--- config.mk ---
export PLATFORM = sky130hd
export DESIGN_NAME = irc_timer
export DESIGN_NICKNAME = d
export VERILOG_FILES = /design/src/rtl/irc_pkg.sv /design/src/rtl/irc_carrier_gen.sv /design/src/rtl/irc_timer.sv
export SDC_FILE = /design/constraint.sdc
export NUM_CORES = 1
export LEC_CHECK = 0
export ABC_AREA = 0
export BUFFER_PORTS_ARGS = -buffer_cell sky130_fd_sc_hd__buf_4
export CORE_ASPECT_RATIO = 1.25
export CORE_UTILIZATION = 35
export DETAILED_ROUTE_END_ITERATION = 16
export GPL_TIMING_DRIVEN = 0
export HOLD_SLACK_MARGIN = 0.08
export PLACE_DENSITY = 0.59
export SYNTH_ARGS = -nofsm -noshare
export SYNTH_HDL_FRONTEND = slang
export SYNTH_SLANG_ARGS = --single-unit
--- constraint.sdc ---
create_clock -name aclk -period 7.95 [get_ports aclk]
set_input_delay 1.59 -clock aclk [delete_from_list [all_inputs] [get_ports aclk]]
set_output_delay 1.59 -clock aclk [all_outputs]
set_load 0.01 [all_outputs]
--- src/rtl/irc_pkg.sv ---
// constants for the infrared carrier modulation timer
package irc_pkg;
	// ------------------------------------------------------------
	// register byte offsets
	// ------------------------------------------------------------
	localparam logic [7:0] OFF_CONTROL = 8'h00;
	localparam logic [7:0] OFF_CARRIER = 8'h04;
	localparam logic [7:0] OFF_MODTIME = 8'h08;
	localparam logic [7:0] OFF_COUNT = 8'h0c;
	localparam logic [7:0] OFF_STATUS = 8'h10;
	// ------------------------------------------------------------
	// control register fields
	// ------------------------------------------------------------
	localparam int B_ENABLE = 0;
	localparam int B_TX_MODE = 1;
	localparam int B_CLK_SEL = 2;
	localparam int B_RELOAD = 3;
	localparam int B_EDGE_LO = 4;
	localparam int B_DIV_LO = 6;
	localparam int B_POLARITY = 8;
	localparam int B_LEVEL = 9;
	localparam int B_IRQ_EN = 10;
	localparam int B_MAN_LEVEL = 11;
	localparam int B_MAN_OE = 12;
	localparam logic [15:0] CONTROL_MASK = 16'h1fff;
	localparam logic [15:0] CONTROL_RESET = 16'h0000;
	// ------------------------------------------------------------
	// status register fields, write one to clear
	// ------------------------------------------------------------
	localparam int B_EVENT = 0;
	localparam int B_OVERFLOW = 1;
	// ------------------------------------------------------------
	// receive edge select codes
	// ------------------------------------------------------------
	localparam logic [1:0] EDGE_FALL = 2'h0;
	localparam logic [1:0] EDGE_RISE = 2'h1;
	// ------------------------------------------------------------
	// reset values and bus answers
	// ------------------------------------------------------------
	localparam logic [15:0] CARRIER_RESET = 16'h0000;
	localparam logic [15:0] MODTIME_RESET = 16'h0000;
	localparam logic [15:0] COUNT_RESET = 16'h0000;
	localparam logic [15:0] COUNT_ZERO = 16'h0000;
	localparam logic [15:0] COUNT_MAX = 16'hffff;
	localparam logic [15:0] COUNT_ONE = 16'h0001;
	localparam logic [1:0] RESP_OKAY = 2'h0;
	localparam logic [1:0] RESP_SLVERR = 2'h2;
endpackage : irc_pkg

--- src/rtl/irc_carrier_gen.sv ---
// carrier waveform generator, high and low phase counts
`timescale 1ns/100ps
`default_nettype none
module irc_carrier_gen #(
	parameter int BW = 8
) (
	input wire logic aclk,
	input wire logic aresetn,
	input wire logic restart,
	input wire logic tick,
	input wire logic [BW-1:0] high_count,
	input wire logic [BW-1:0] low_count,
	output logic carrier_level,
	output logic cycle_done
);
	logic [BW-1:0] phase_cnt_reg;
	logic high_reg;
	logic [BW-1:0] limit;
	logic done_reg;

	assign limit = high_reg ? high_count : low_count;
	assign carrier_level = high_reg;
	assign cycle_done = done_reg;

	// ------------------------------------------------------------
	// phase timing, each phase lasts count plus one ticks
	// ------------------------------------------------------------
	always_ff @(posedge aclk) begin
		done_reg <= 1'b0;
		if (!aresetn || restart) begin
			phase_cnt_reg <= '0;
			high_reg <= 1'b1;
		end else if (tick) begin
			if (phase_cnt_reg == limit) begin
				phase_cnt_reg <= '0;
				high_reg <= ~high_reg;
				done_reg <= ~high_reg;
			end else begin
				phase_cnt_reg <= phase_cnt_reg + BW'(1);
			end
		end
	end
endmodule : irc_carrier_gen
`default_nettype wire

--- src/rtl/irc_timer.sv ---
// infrared carrier timer top with axi4-lite register slave
//
// Added by the designer: register access over AXI4-Lite and the placing of the registers.
`timescale 1ns/100ps
`default_nettype none
module irc_timer #(
	parameter int AW = 8,
	parameter int CW = 16
) (
	input wire logic aclk,
	input wire logic aresetn,
	input wire logic [AW-1:0] s_axi_awaddr,
	input wire logic s_axi_awvalid,
	output logic s_axi_awready,
	input wire logic [31:0] s_axi_wdata,
	input wire logic [3:0] s_axi_wstrb,
	input wire logic s_axi_wvalid,
	output logic s_axi_wready,
	output logic [1:0] s_axi_bresp,
	output logic s_axi_bvalid,
	input wire logic s_axi_bready,
	input wire logic [AW-1:0] s_axi_araddr,
	input wire logic s_axi_arvalid,
	output logic s_axi_arready,
	output logic [31:0] s_axi_rdata,
	output logic [1:0] s_axi_rresp,
	output logic s_axi_rvalid,
	input wire logic s_axi_rready,
	input wire logic infrared_receive_pin,
	output logic infrared_transmit_pin,
	output logic infrared_transmit_pin_oe,
	output logic irq
);
	logic [15:0] power_port_control_reg;
	logic [15:0] carrier_timing_reg;
	logic [CW-1:0] modulation_time_reg;
	logic [CW-1:0] timer_count_value_reg;
	logic [1:0] status_reg;
	logic [1:0] status_next;
	logic [15:0] carrier_latch_reg;
	logic level_latch_reg;
	logic pol_latch_reg;
	logic tx_run_prev_reg;
	logic rx_meta_reg;
	logic rx_sync_reg;
	logic rx_prev_reg;
	logic [2:0] presc_reg;
	logic [AW-1:0] waddr_reg;
	logic [31:0] wdata_reg;
	logic [3:0] wstrb_reg;
	logic aw_held_reg;
	logic w_held_reg;
	logic tx_out_reg;
	logic tx_oe_reg;
	logic irq_reg;
	logic [31:0] rdata_reg;
	logic [1:0] rresp_reg;
	logic rvalid_reg;
	logic arready_reg;
	logic [1:0] bresp_reg;
	logic bvalid_reg;
	logic infrared_timer_enable;
	logic tx_mode;
	logic count_clock_select;
	logic capture_reload_enable;
	logic [1:0] edge_select;
	logic [1:0] input_clock_divider;
	logic transmit_polarity;
	logic modulator_level_bit;
	logic infrared_interrupt_enable;
	logic manual_tx_level;
	logic manual_tx_drive_enable;
	logic tx_run;
	logic rx_run;
	logic tx_start;
	logic infrared_input_clock;
	logic carrier_level;
	logic carrier_cycle;
	logic count_tick;
	logic rx_rise;
	logic rx_fall;
	logic rx_edge;
	logic wr_fire;
	logic wr_control;
	logic wr_carrier;
	logic wr_modtime;
	logic wr_count;
	logic wr_status;
	logic wr_known;
	logic [15:0] wr_half;
	logic [15:0] carrier_use;
	logic count_zero;
	logic tx_reload;

	// ------------------------------------------------------------
	// decode helpers
	// ------------------------------------------------------------
	function automatic logic hit(input logic [AW-1:0] a,
		input logic [7:0] off);
		hit = a[AW-1:2] == off[AW-1:2];
	endfunction : hit

	function automatic logic [15:0] merge(input logic [15:0] old,
		input logic [31:0] d, input logic [3:0] s);
		merge = {s[1] ? d[15:8] : old[15:8], s[0] ? d[7:0] : old[7:0]};
	endfunction : merge

	function automatic logic [2:0] div_mask(input logic [1:0] d);
		case (d)
			2'h0: div_mask = 3'h0;
			2'h1: div_mask = 3'h1;
			2'h2: div_mask = 3'h3;
			default: div_mask = 3'h7;
		endcase
	endfunction : div_mask

	// ------------------------------------------------------------
	// control fields
	// ------------------------------------------------------------
	assign infrared_timer_enable = power_port_control_reg[irc_pkg::B_ENABLE];
	assign tx_mode = power_port_control_reg[irc_pkg::B_TX_MODE];
	assign count_clock_select = power_port_control_reg[irc_pkg::B_CLK_SEL];
	assign capture_reload_enable = power_port_control_reg[irc_pkg::B_RELOAD];
	assign edge_select =
		power_port_control_reg[irc_pkg::B_EDGE_LO +: 2];
	assign input_clock_divider =
		power_port_control_reg[irc_pkg::B_DIV_LO +: 2];
	assign transmit_polarity = power_port_control_reg[irc_pkg::B_POLARITY];
	assign modulator_level_bit = power_port_control_reg[irc_pkg::B_LEVEL];
	assign infrared_interrupt_enable =
		power_port_control_reg[irc_pkg::B_IRQ_EN];
	assign manual_tx_level = power_port_control_reg[irc_pkg::B_MAN_LEVEL];
	assign manual_tx_drive_enable = power_port_control_reg[irc_pkg::B_MAN_OE];

	assign tx_run = infrared_timer_enable && tx_mode;
	assign rx_run = infrared_timer_enable && !tx_mode;
	assign tx_start = tx_run && !tx_run_prev_reg;

	// ------------------------------------------------------------
	// write decode
	// ------------------------------------------------------------
	assign wr_fire = aw_held_reg && w_held_reg && !bvalid_reg;
	assign wr_control = wr_fire && hit(waddr_reg, irc_pkg::OFF_CONTROL);
	assign wr_carrier = wr_fire && hit(waddr_reg, irc_pkg::OFF_CARRIER);
	assign wr_modtime = wr_fire && hit(waddr_reg, irc_pkg::OFF_MODTIME);
	assign wr_count = wr_fire && hit(waddr_reg, irc_pkg::OFF_COUNT);
	assign wr_status = wr_fire && hit(waddr_reg, irc_pkg::OFF_STATUS);
	assign wr_known = wr_control || wr_carrier || wr_modtime ||
		wr_count || wr_status;

	// ------------------------------------------------------------
	// axi4-lite write channels
	// ------------------------------------------------------------
	always_ff @(posedge aclk) begin
		if (!aresetn) begin
			aw_held_reg <= 1'b0;
			w_held_reg <= 1'b0;
			waddr_reg <= '0;
			wdata_reg <= 32'h0;
			wstrb_reg <= 4'h0;
			bvalid_reg <= 1'b0;
			bresp_reg <= irc_pkg::RESP_OKAY;
		end else begin
			if (s_axi_awvalid && !aw_held_reg) begin
				aw_held_reg <= 1'b1;
				waddr_reg <= s_axi_awaddr;
			end
			if (s_axi_wvalid && !w_held_reg) begin
				w_held_reg <= 1'b1;
				wdata_reg <= s_axi_wdata;
				wstrb_reg <= s_axi_wstrb;
			end
			if (wr_fire) begin
				bvalid_reg <= 1'b1;
				bresp_reg <= wr_known ? irc_pkg::RESP_OKAY :
					irc_pkg::RESP_SLVERR;
			end else if (bvalid_reg && s_axi_bready) begin
				bvalid_reg <= 1'b0;
				aw_held_reg <= 1'b0;
				w_held_reg <= 1'b0;
			end
		end
	end
	assign s_axi_awready = !aw_held_reg;
	assign s_axi_wready = !w_held_reg;
	assign s_axi_bvalid = bvalid_reg;
	assign s_axi_bresp = bresp_reg;
	assign wr_half = wdata_reg[15:0];

	// ------------------------------------------------------------
	// axi4-lite read channel
	// ------------------------------------------------------------
	always_ff @(posedge aclk) begin
		if (!aresetn) begin
			arready_reg <= 1'b1;
			rvalid_reg <= 1'b0;
			rdata_reg <= 32'h0;
			rresp_reg <= irc_pkg::RESP_OKAY;
		end else if (s_axi_arvalid && arready_reg) begin
			arready_reg <= 1'b0;
			rvalid_reg <= 1'b1;
			rresp_reg <= irc_pkg::RESP_OKAY;
			if (hit(s_axi_araddr, irc_pkg::OFF_CONTROL)) begin
				rdata_reg <= {16'h0, power_port_control_reg};
			end else if (hit(s_axi_araddr, irc_pkg::OFF_CARRIER)) begin
				rdata_reg <= {16'h0, carrier_timing_reg};
			end else if (hit(s_axi_araddr, irc_pkg::OFF_MODTIME)) begin
				rdata_reg <= {16'h0, modulation_time_reg};
			end else if (hit(s_axi_araddr, irc_pkg::OFF_COUNT)) begin
				rdata_reg <= {16'h0, timer_count_value_reg};
			end else if (hit(s_axi_araddr, irc_pkg::OFF_STATUS)) begin
				rdata_reg <= {30'h0, status_reg};
			end else begin
				rdata_reg <= 32'h0;
				rresp_reg <= irc_pkg::RESP_SLVERR;
			end
		end else if (rvalid_reg && s_axi_rready) begin
			rvalid_reg <= 1'b0;
			arready_reg <= 1'b1;
		end
	end
	assign s_axi_arready = arready_reg;
	assign s_axi_rvalid = rvalid_reg;
	assign s_axi_rdata = rdata_reg;
	assign s_axi_rresp = rresp_reg;

	// ------------------------------------------------------------
	// receive pin synchroniser and edge qualifier
	// ------------------------------------------------------------
	always_ff @(posedge aclk) begin
		if (!aresetn) begin
			rx_meta_reg <= 1'b0;
			rx_sync_reg <= 1'b0;
			rx_prev_reg <= 1'b0;
		end else begin
			rx_meta_reg <= infrared_receive_pin;
			rx_sync_reg <= rx_meta_reg;
			rx_prev_reg <= rx_sync_reg;
		end
	end
	assign rx_rise = rx_sync_reg && !rx_prev_reg;
	assign rx_fall = !rx_sync_reg && rx_prev_reg;
	assign rx_edge = rx_run && (edge_select == irc_pkg::EDGE_FALL ? rx_fall :
		edge_select == irc_pkg::EDGE_RISE ? rx_rise : rx_rise || rx_fall);

	// ------------------------------------------------------------
	// input clock divider and carrier
	// ------------------------------------------------------------
	always_ff @(posedge aclk) begin
		if (!aresetn || !infrared_timer_enable) begin
			presc_reg <= 3'h0;
		end else begin
			presc_reg <= presc_reg + 3'h1;
		end
	end
	assign infrared_input_clock = infrared_timer_enable &&
		(presc_reg & div_mask(input_clock_divider)) ==
		div_mask(input_clock_divider);

	assign carrier_use = tx_run ? carrier_latch_reg : carrier_timing_reg;

	irc_carrier_gen #(.BW(8)) u_carrier (
		.aclk(aclk),
		.aresetn(aresetn),
		.restart(!infrared_timer_enable || tx_start),
		.tick(infrared_input_clock),
		.high_count(carrier_use[15:8]),
		.low_count(carrier_use[7:0]),
		.carrier_level(carrier_level),
		.cycle_done(carrier_cycle)
	);

	assign count_tick = count_clock_select ? infrared_input_clock :
		carrier_cycle;
	assign count_zero = timer_count_value_reg == irc_pkg::COUNT_ZERO;
	assign tx_reload = tx_run && !tx_start && count_tick && count_zero;

	// ------------------------------------------------------------
	// count value
	// ------------------------------------------------------------
	always_ff @(posedge aclk) begin
		if (!aresetn) begin
			timer_count_value_reg <= irc_pkg::COUNT_RESET;
		end else if (wr_count) begin
			timer_count_value_reg <= merge(timer_count_value_reg,
				wdata_reg, wstrb_reg);
		end else if (tx_start || tx_reload) begin
			timer_count_value_reg <= modulation_time_reg;
		end else if (rx_edge && capture_reload_enable) begin
			timer_count_value_reg <= irc_pkg::COUNT_ZERO;
		end else if (tx_run && count_tick) begin
			timer_count_value_reg <= timer_count_value_reg -
				irc_pkg::COUNT_ONE;
		end else if (rx_run && count_tick) begin
			timer_count_value_reg <= timer_count_value_reg +
				irc_pkg::COUNT_ONE;
		end
	end

	// ------------------------------------------------------------
	// modulation time, capture and transmit sample latches
	// ------------------------------------------------------------
	always_ff @(posedge aclk) begin
		if (!aresetn) begin
			modulation_time_reg <= irc_pkg::MODTIME_RESET;
			carrier_timing_reg <= irc_pkg::CARRIER_RESET;
			power_port_control_reg <= irc_pkg::CONTROL_RESET;
			carrier_latch_reg <= irc_pkg::CARRIER_RESET;
			level_latch_reg <= 1'b0;
			pol_latch_reg <= 1'b0;
			tx_run_prev_reg <= 1'b0;
		end else begin
			tx_run_prev_reg <= tx_run;
			if (rx_edge) begin
				modulation_time_reg <= timer_count_value_reg;
				power_port_control_reg[irc_pkg::B_LEVEL] <= rx_sync_reg;
			end
			if (wr_modtime) begin
				modulation_time_reg <= merge(modulation_time_reg,
					wdata_reg, wstrb_reg);
			end
			if (wr_carrier) begin
				carrier_timing_reg <= merge(carrier_timing_reg,
					wdata_reg, wstrb_reg);
			end
			if (wr_control) begin
				power_port_control_reg <= merge(power_port_control_reg,
					wdata_reg, wstrb_reg) & irc_pkg::CONTROL_MASK;
			end
			if (tx_start || tx_reload) begin
				carrier_latch_reg <= carrier_timing_reg;
				level_latch_reg <= modulator_level_bit;
				pol_latch_reg <= transmit_polarity;
			end
		end
	end

	// ------------------------------------------------------------
	// status flags, hardware set wins over clear
	// ------------------------------------------------------------
	always_comb begin
		status_next = status_reg;
		if (wr_status && wstrb_reg[0]) begin
			status_next = status_reg & ~wdata_reg[1:0];
		end
		if (tx_reload || rx_edge) begin
			status_next[irc_pkg::B_EVENT] = 1'b1;
		end
		if (rx_run && count_tick && !(rx_edge && capture_reload_enable) &&
			!wr_count && timer_count_value_reg == irc_pkg::COUNT_MAX) begin
			status_next[irc_pkg::B_OVERFLOW] = 1'b1;
		end
	end

	always_ff @(posedge aclk) begin
		if (!aresetn) begin
			status_reg <= 2'h0;
			irq_reg <= 1'b0;
		end else begin
			status_reg <= status_next;
			irq_reg <= infrared_interrupt_enable && (|status_next);
		end
	end
	assign irq = irq_reg;

	// ------------------------------------------------------------
	// transmit pin
	// ------------------------------------------------------------
	always_ff @(posedge aclk) begin
		if (!aresetn) begin
			tx_out_reg <= 1'b0;
			tx_oe_reg <= 1'b0;
		end else if (!infrared_timer_enable) begin
			tx_out_reg <= manual_tx_level;
			tx_oe_reg <= manual_tx_drive_enable;
		end else begin
			tx_oe_reg <= 1'b1;
			if (tx_run && level_latch_reg) begin
				tx_out_reg <= carrier_level ^ pol_latch_reg;
			end else begin
				tx_out_reg <= tx_run ? pol_latch_reg : transmit_polarity;
			end
		end
	end
	assign infrared_transmit_pin = tx_out_reg;
	assign infrared_transmit_pin_oe = tx_oe_reg;
endmodule : irc_timer
`default_nettype wire

# Yosys cells after proc, flatten, opt, wreduce, memory -nomap -nowiden
# Index checks and enable logic that the tools add are counted.
# totals
regBits	168
output_inout_bits	44
wordCells	190
# op_classes
n_addsub	4
eq_ne	19
muxes	50
n_bitwise	7
n_reduce_logical	75
# ops
cell	n
two-way mux 16 bit	12
two-way mux 8 bit	5
logical AND 1 bit	31
== test 6 x 2 -> 1 bit (second input constant)	4
two-way mux 1 bit	22
AND reduction 2 bit	10
two-way mux 2 bit	9
adder 16 x 1 -> 16 bit (second input constant)	1
== test 16 bit (second input constant)	1
logical NOT 16 bit	1
subtractor 16 x 1 -> 16 bit (second input constant)	1
== test 6 x 1 -> 1 bit (second input constant)	2
== test 6 x 3 -> 1 bit (second input constant)	2
logical NOT 1 bit	12
logical NOT 6 bit	2
logical OR 1 bit	10
two-way mux 10 bit	1
!= test 2 bit (second input constant)	5
one-hot mux 3 bit (3 select lines)	1
adder 8 x 1 -> 8 bit (second input constant)	1
== test 8 bit	1
nonzero test 2 bit	4
nonzero test 5 bit	1
== test 2 x 1 -> 1 bit (second input constant)	2
11 further kinds	14

# Logic depth before layout (Yosys ltp)
# logic_depth
depth_word	14
mapped_depth	13
depth_no_buf	13

# By module
# From an unflattened synthesis, not the netlist that was laid out.
# unflattened
cells_unflattened	897
area_unflattened_um2	7997.7
# by_module_without_submodules
mod	n_inst	cells_each	area_per_inst_um2	seq_area_each_um2
irc_timer	1	832	7399.6	2762.6
irc_carrier_gen	1	65	598.1	200.2

# Worst setup path after synthesis
# No wires, ideal clock.
# synth_timing
kind	input-to-reg
startpoint	input port s_axi_araddr[2]
endpoint	register rdata_reg[6] (netlist: s_axi_rdata[6])
t_arrival_ps	2964
path_slack_ps	4852
path_stages	7
path_buffers	2
path_cell_list	clkbuf_1 -> clkbuf_1 -> mux2_2 -> a22oi_1 -> nor2_1 -> a211oi_1 -> nor3_1
# synth_via
elab_chain_cells	5
word_cells_on_any_way	8
cone_classes	eq/ne: 3; mux: 4; reduce/logical: 1
# synth_rtl
element	line_no	text
start: declaration	irc_timer.sv:22	input wire logic [AW-1:0] s_axi_araddr,
== test 6 x 2 -> 1 bit	irc_timer.sv:100	hit = a[AW-1:2] == off[AW-1:2];
two-way mux 16 bit	irc_timer.sv:209	end else if (hit(s_axi_araddr, irc_pkg::OFF_COUNT)) begin
two-way mux 16 bit	irc_timer.sv:207	end else if (hit(s_axi_araddr, irc_pkg::OFF_MODTIME)) begin
two-way mux 16 bit	irc_timer.sv:205	end else if (hit(s_axi_araddr, irc_pkg::OFF_CARRIER)) begin
two-way mux 16 bit *	irc_timer.sv:203	if (hit(s_axi_araddr, irc_pkg::OFF_CONTROL)) begin
end signal: assignment	irc_timer.sv:204	rdata_reg <= {16'h0, power_port_control_reg};
end signal: assignment	irc_timer.sv:206	rdata_reg <= {16'h0, carrier_timing_reg};
end signal: assignment	irc_timer.sv:208	rdata_reg <= {16'h0, modulation_time_reg};
end: declaration	irc_timer.sv:56	logic [31:0] rdata_reg;
# Mark *: on every way between the ends. The rest lies on a longest branch, timed or not.
# A chain may end at the register's enable or synchronous reset.

# Final worst setup path
# layout_timing
startpoint	register power_port_control_reg[7]
endpoint	register timer_count_value_reg[15]
# layout_via
elab_chain_cells	11
word_cells_on_any_way	19
cone_classes	eq/ne: 3; mux: 6; bitwise: 1; reduce/logical: 9
# layout_rtl
element	line_no	text
start: declaration	irc_timer.sv:34	logic [15:0] power_port_control_reg;
start signal: assignment	irc_timer.sv:307	power_port_control_reg <= irc_pkg::CONTROL_RESET;
start signal: indexed assignment	irc_timer.sv:316	power_port_control_reg[irc_pkg::B_LEVEL] <= rx_sync_reg;
start signal: assignment	irc_timer.sv:327	power_port_control_reg <= merge(power_port_control_reg,
== test 2 bit (tied with other cells)	irc_timer.sv:109	case (d)
one-hot mux 3 bit (3 select lines) *	irc_timer.sv:109	
AND 3 bit	irc_timer.sv:257	(presc_reg & div_mask(input_clock_divider)) ==
== test 3 bit *	irc_timer.sv:257	
logical AND 1 bit *	irc_timer.sv:256	assign infrared_input_clock = infrared_timer_enable &&
two-way mux 1 bit *	irc_timer.sv:273	assign count_tick = count_clock_select ? infrared_input_clock :
logical AND 1 bit (on tied branches)	irc_timer.sv:291, irc_timer.sv:276	
two-way mux 16 bit / logical AND 1 bit (equally long branches)	irc_timer.sv:291, irc_timer.sv:276	
two-way mux 16 bit / logical OR 1 bit (equally long branches)	irc_timer.sv:289, irc_timer.sv:287	
two-way mux 16 bit / nonzero test 5 bit (equally long branches)	--	
two-way mux 16 bit / AND reduction 2 bit (equally long branches)	--	
end signal: assignment	irc_timer.sv:285	timer_count_value_reg <= merge(timer_count_value_reg,
end signal: assignment	irc_timer.sv:288	timer_count_value_reg <= modulation_time_reg;
end signal: assignment	irc_timer.sv:290	timer_count_value_reg <= irc_pkg::COUNT_ZERO;
end: declaration	irc_timer.sv:37	logic [CW-1:0] timer_count_value_reg;
# Marks and branches as above.

==> results_tabular.tex <==
\begin{tabular}{lr}
\hline
Metric & Value \\
\hline
\multicolumn{2}{l}{\textbf{Run status}} \\
Result of the run & complete, no violations \\
\multicolumn{2}{l}{\textbf{Synthesis}} \\
Seq/Total Area, Yosys & between 30\% and 40\% \\
Synth Warn \# & 0 \\
Number of enable-type register cells in the synthesized netlist & 0 \\
Distinct cells, synth & between 70 and 80 \\
Post-Synthesis Cell Area & between 7000 and 8000 sq um \\
Synthesized instance count & around 900 \\
Flip-flop and latch count after synthesis & $\sim$150 \\
Synth async-reset ratio & 0\% \\
Flip-flop cell with the highest count after synthesis & dfxtp\_1 \\
Mean area per synthesized cell & approximately 9 sq um \\
\multicolumn{2}{l}{\textbf{Pwr}} \\
Power per Cell Area & 188 nW/um\^{}2 \\
Final total power & around 1.7 mW \\
Worst-case vdd ir drop & approximately 140 uV \\
Cell leakage power & 3.45 nW \\
\multicolumn{2}{l}{\textbf{Final layout}} \\
Layout cells sized above 1 & 18.0\% \\
Top library cells by usage in the layout, fill and taps aside & dfxtp\_1, nor2\_1, nand2\_1 \\
Antenna diode count & 0 \\
Layout-stage area growth over the synthesis result & 19.5\% \\
Post-layout nets & 1053 \\
Most frequent standard cell in the layout excluding fill and tap cells & dfxtp\_1 \\
Final Util & between 40\% and 50\% \\
\multicolumn{2}{l}{\textbf{Setup path}} \\
Data arrival, critical path & approximately 4.0 ns \\
Ordered list of cells on the worst path & nor2b\_1 > o21ai\_2 > a41o\_2 > nand2\_2 > inv\_2 > ha\_1 > a41oi\_2 > o221ai\_2 > a2111oi\_4 > nor4b\_1 > or4\_1 > a21o\_1 > a31oi\_1 \\
Depth of the most critical reg-to-reg path & 13 \\
Crit path max fanout & 15 \\
Delay of the slowest cell on the worst path & around 0.49 ns \\
Critical path capture point type & flip-flop \\
Kind of cell adding the most delay to the critical path & compound AO/OA/AOI/OAI gates \\
CP Depth & 13 \\
Start-to-end type of the worst setup path & reg -> reg \\
Number of buffer and inverter stages on the critical path & 1 \\
Critical-path cell with the highest stage delay & or4\_1 \\
Data required time of the critical path & approximately 8.3 ns \\
Startpoint kind of the worst setup timing path & flip-flop \\
\multicolumn{2}{l}{\textbf{Global route}} \\
Total Routing Usage GR & 21.8\% \\
Maximum number of pins on one net before global-route repair & 17 \\
Vias in the first global route & approximately 6.5k \\
Antenna violations before repair & 0 \\
Wire length of the first global-routing pass & 37.2 mm \\
Grt total ovfl & 0 \\
\multicolumn{2}{l}{\textbf{Route}} \\
WL/cell & roughly 19 um \\
Remaining DRCs & 0 \\
Drt total wl & around 24 mm \\
Count of vias placed by the detailed router & $\sim$6.8k \\
Number of search-and-repair iterations in the first detailed-routing pass & 5 \\
Via/cell ratio & 5.33 \\
Violation count after the first detailed-route iteration & 491 \\
ANT nets after route & 0 \\
\multicolumn{2}{l}{\textbf{Timing}} \\
Largest clock skew in the final design & 0.00892 ns \\
Worst slew margin relative to its limit & around 45\% \\
Total count of max-transition violations in the final report & 0 \\
Total Negative Setup Slacks & 0 ns \\
Crit path time final & around 3.6 ns \\
Crit share post-route & 45.3\% \\
Setup repair after global routing missed its margin & no \\
Count of final setup violators & 0 \\
Hold Vio Cnt, Final & 0 \\
Achievable clock frequency & 278 MHz \\
Worst path setup slack after routing & 4.35 ns \\
Tightest Pin Transition & approximately 0.83 ns \\
\multicolumn{2}{l}{\textbf{Place}} \\
Buffers added on ports & 62 \\
Gp weighted congestion & 0.888 \\
Pre-CTS WS & 4.31 ns \\
Final HPWL from detailed placement & 18.1 mm \\
\multicolumn{2}{l}{\textbf{Clock network}} \\
Post-CTS Resized & 0 \\
CTS max path bufs & 2 \\
Clock Sink Count & about 150 \\
Later-pin clock latency in the skew report & 0.43 ns \\
Hold buffers post-CTS & 0 \\
Buffer type at the clock tree root & clkbuf\_16 \\
CTS H-tree depth & 4 \\
Post-CTS repair timing setup buffer count & 0 \\
Num CTS Buffers & 17 \\
TritonCTS clock tree & done \\
Clock-pin transition on the worst setup and hold timing paths & roughly 0.06 ns \\
\multicolumn{2}{l}{\textbf{Die}} \\
Chip Height & $\sim$170 um \\
Horiz. Die Dim & between 100 and 150 um \\
Effective utilization at floorplan & 35.6\% \\
Full die area & 22500 sq um \\
FP Rows & 60 \\
Std-Cell Core Area & around 22000 sq um \\
Boundary Pins & 104 \\
\multicolumn{2}{l}{\textbf{Min path}} \\
Worst min-delay path class & reg -> reg \\
Hold Path Stages & 1 \\
\multicolumn{2}{l}{\textbf{Flow run}} \\
Count of maximum capacitance violations & 0 \\
\hline
\end{tabular}
worst paths after layout:
path	startpoint	to	slack, ns
setup reg to reg	power_port_control_reg[7]	timer_count_value_reg[15]	4.35
setup / recovery	power_port_control_reg[7]	timer_count_value_reg[15]	4.35
hold reg to reg	rx_meta_reg	rx_sync_reg	0.43
hold / removal	rx_meta_reg	rx_sync_reg	0.43
final cells by class:
type                    instances  area [sq um]
fillers                      2140         12400
multi-input cells             653          4290
flip-flops and latches        148          2960
repair buffers                 62           465
clock buffers                  19           443
plain buffers                  69           392
well taps                     279           349
clock inverters                13           176
inverters                      23          86.3
Yosys cell counts (11+ instances only):
cell / count / share of area (%)
nor3_1: 21 / 1.4
ha_1: 18 / 2.9
buf_4: 22 / 2.2
o21ai_0: 21 / 1.4
mux2i_1: 50 / 6.5
nor2_1: 115 / 5.6
a211oi_1: 25 / 2.4
clkbuf_1: 29 / 1.4
o211ai_1: 11 / 1.1
xnor2_1: 21 / 2.4
a21oi_1: 60 / 3.9
dfxtp_1: 148 / 39
nand3_1: 11 / 0.72
inv_1: 22 / 1.1
mux2_2: 14 / 2.1
nand2_1: 101 / 4.9
a22oi_1: 14 / 1.4
power by group:
part / switching, mW / internal, mW
combinational: 0.0643 / 0.0459
sequential: 0.0180 / 0.756
clock: 0.335 / 0.507
total: 0.417 / 1.31
metal layers:
layer | part of all wire, % | GRT usage (%) | vias up
met5 | 0 | 0 | -
met4 | 3.0 | 8.55 | 0
met3 | 3.7 | 3.81 | 31
met2 | 51 | 38.1 | 165
met1 | 43 | 26.3 | 3263
li1 | - | - | 3293
metrics by stage:
stage                     instance area (sq um)  std cells  hold slack [ns]
after floorplan                            7730        893            0.412
after CTS                                  9170       1266            0.437
final                                      9170       1266            0.433
after detailed placement                   8550       1234            0.422
after global routing                       9170       1266            0.466
after global placement                     8550       1234            0.425
kinds of logic after synthesis:
kind of cell	after synthesis	share of synthesized area [%]
xor+xnor	29	3.31
buf+inv	92	6.23
fa+ha+maj	19	3.20
mux	73	11.1
simple gates	315	18.7
flops	148	38.6
compound gates	199	18.8
other cells	1	0.0489
(Power assumes the default switching activity.)
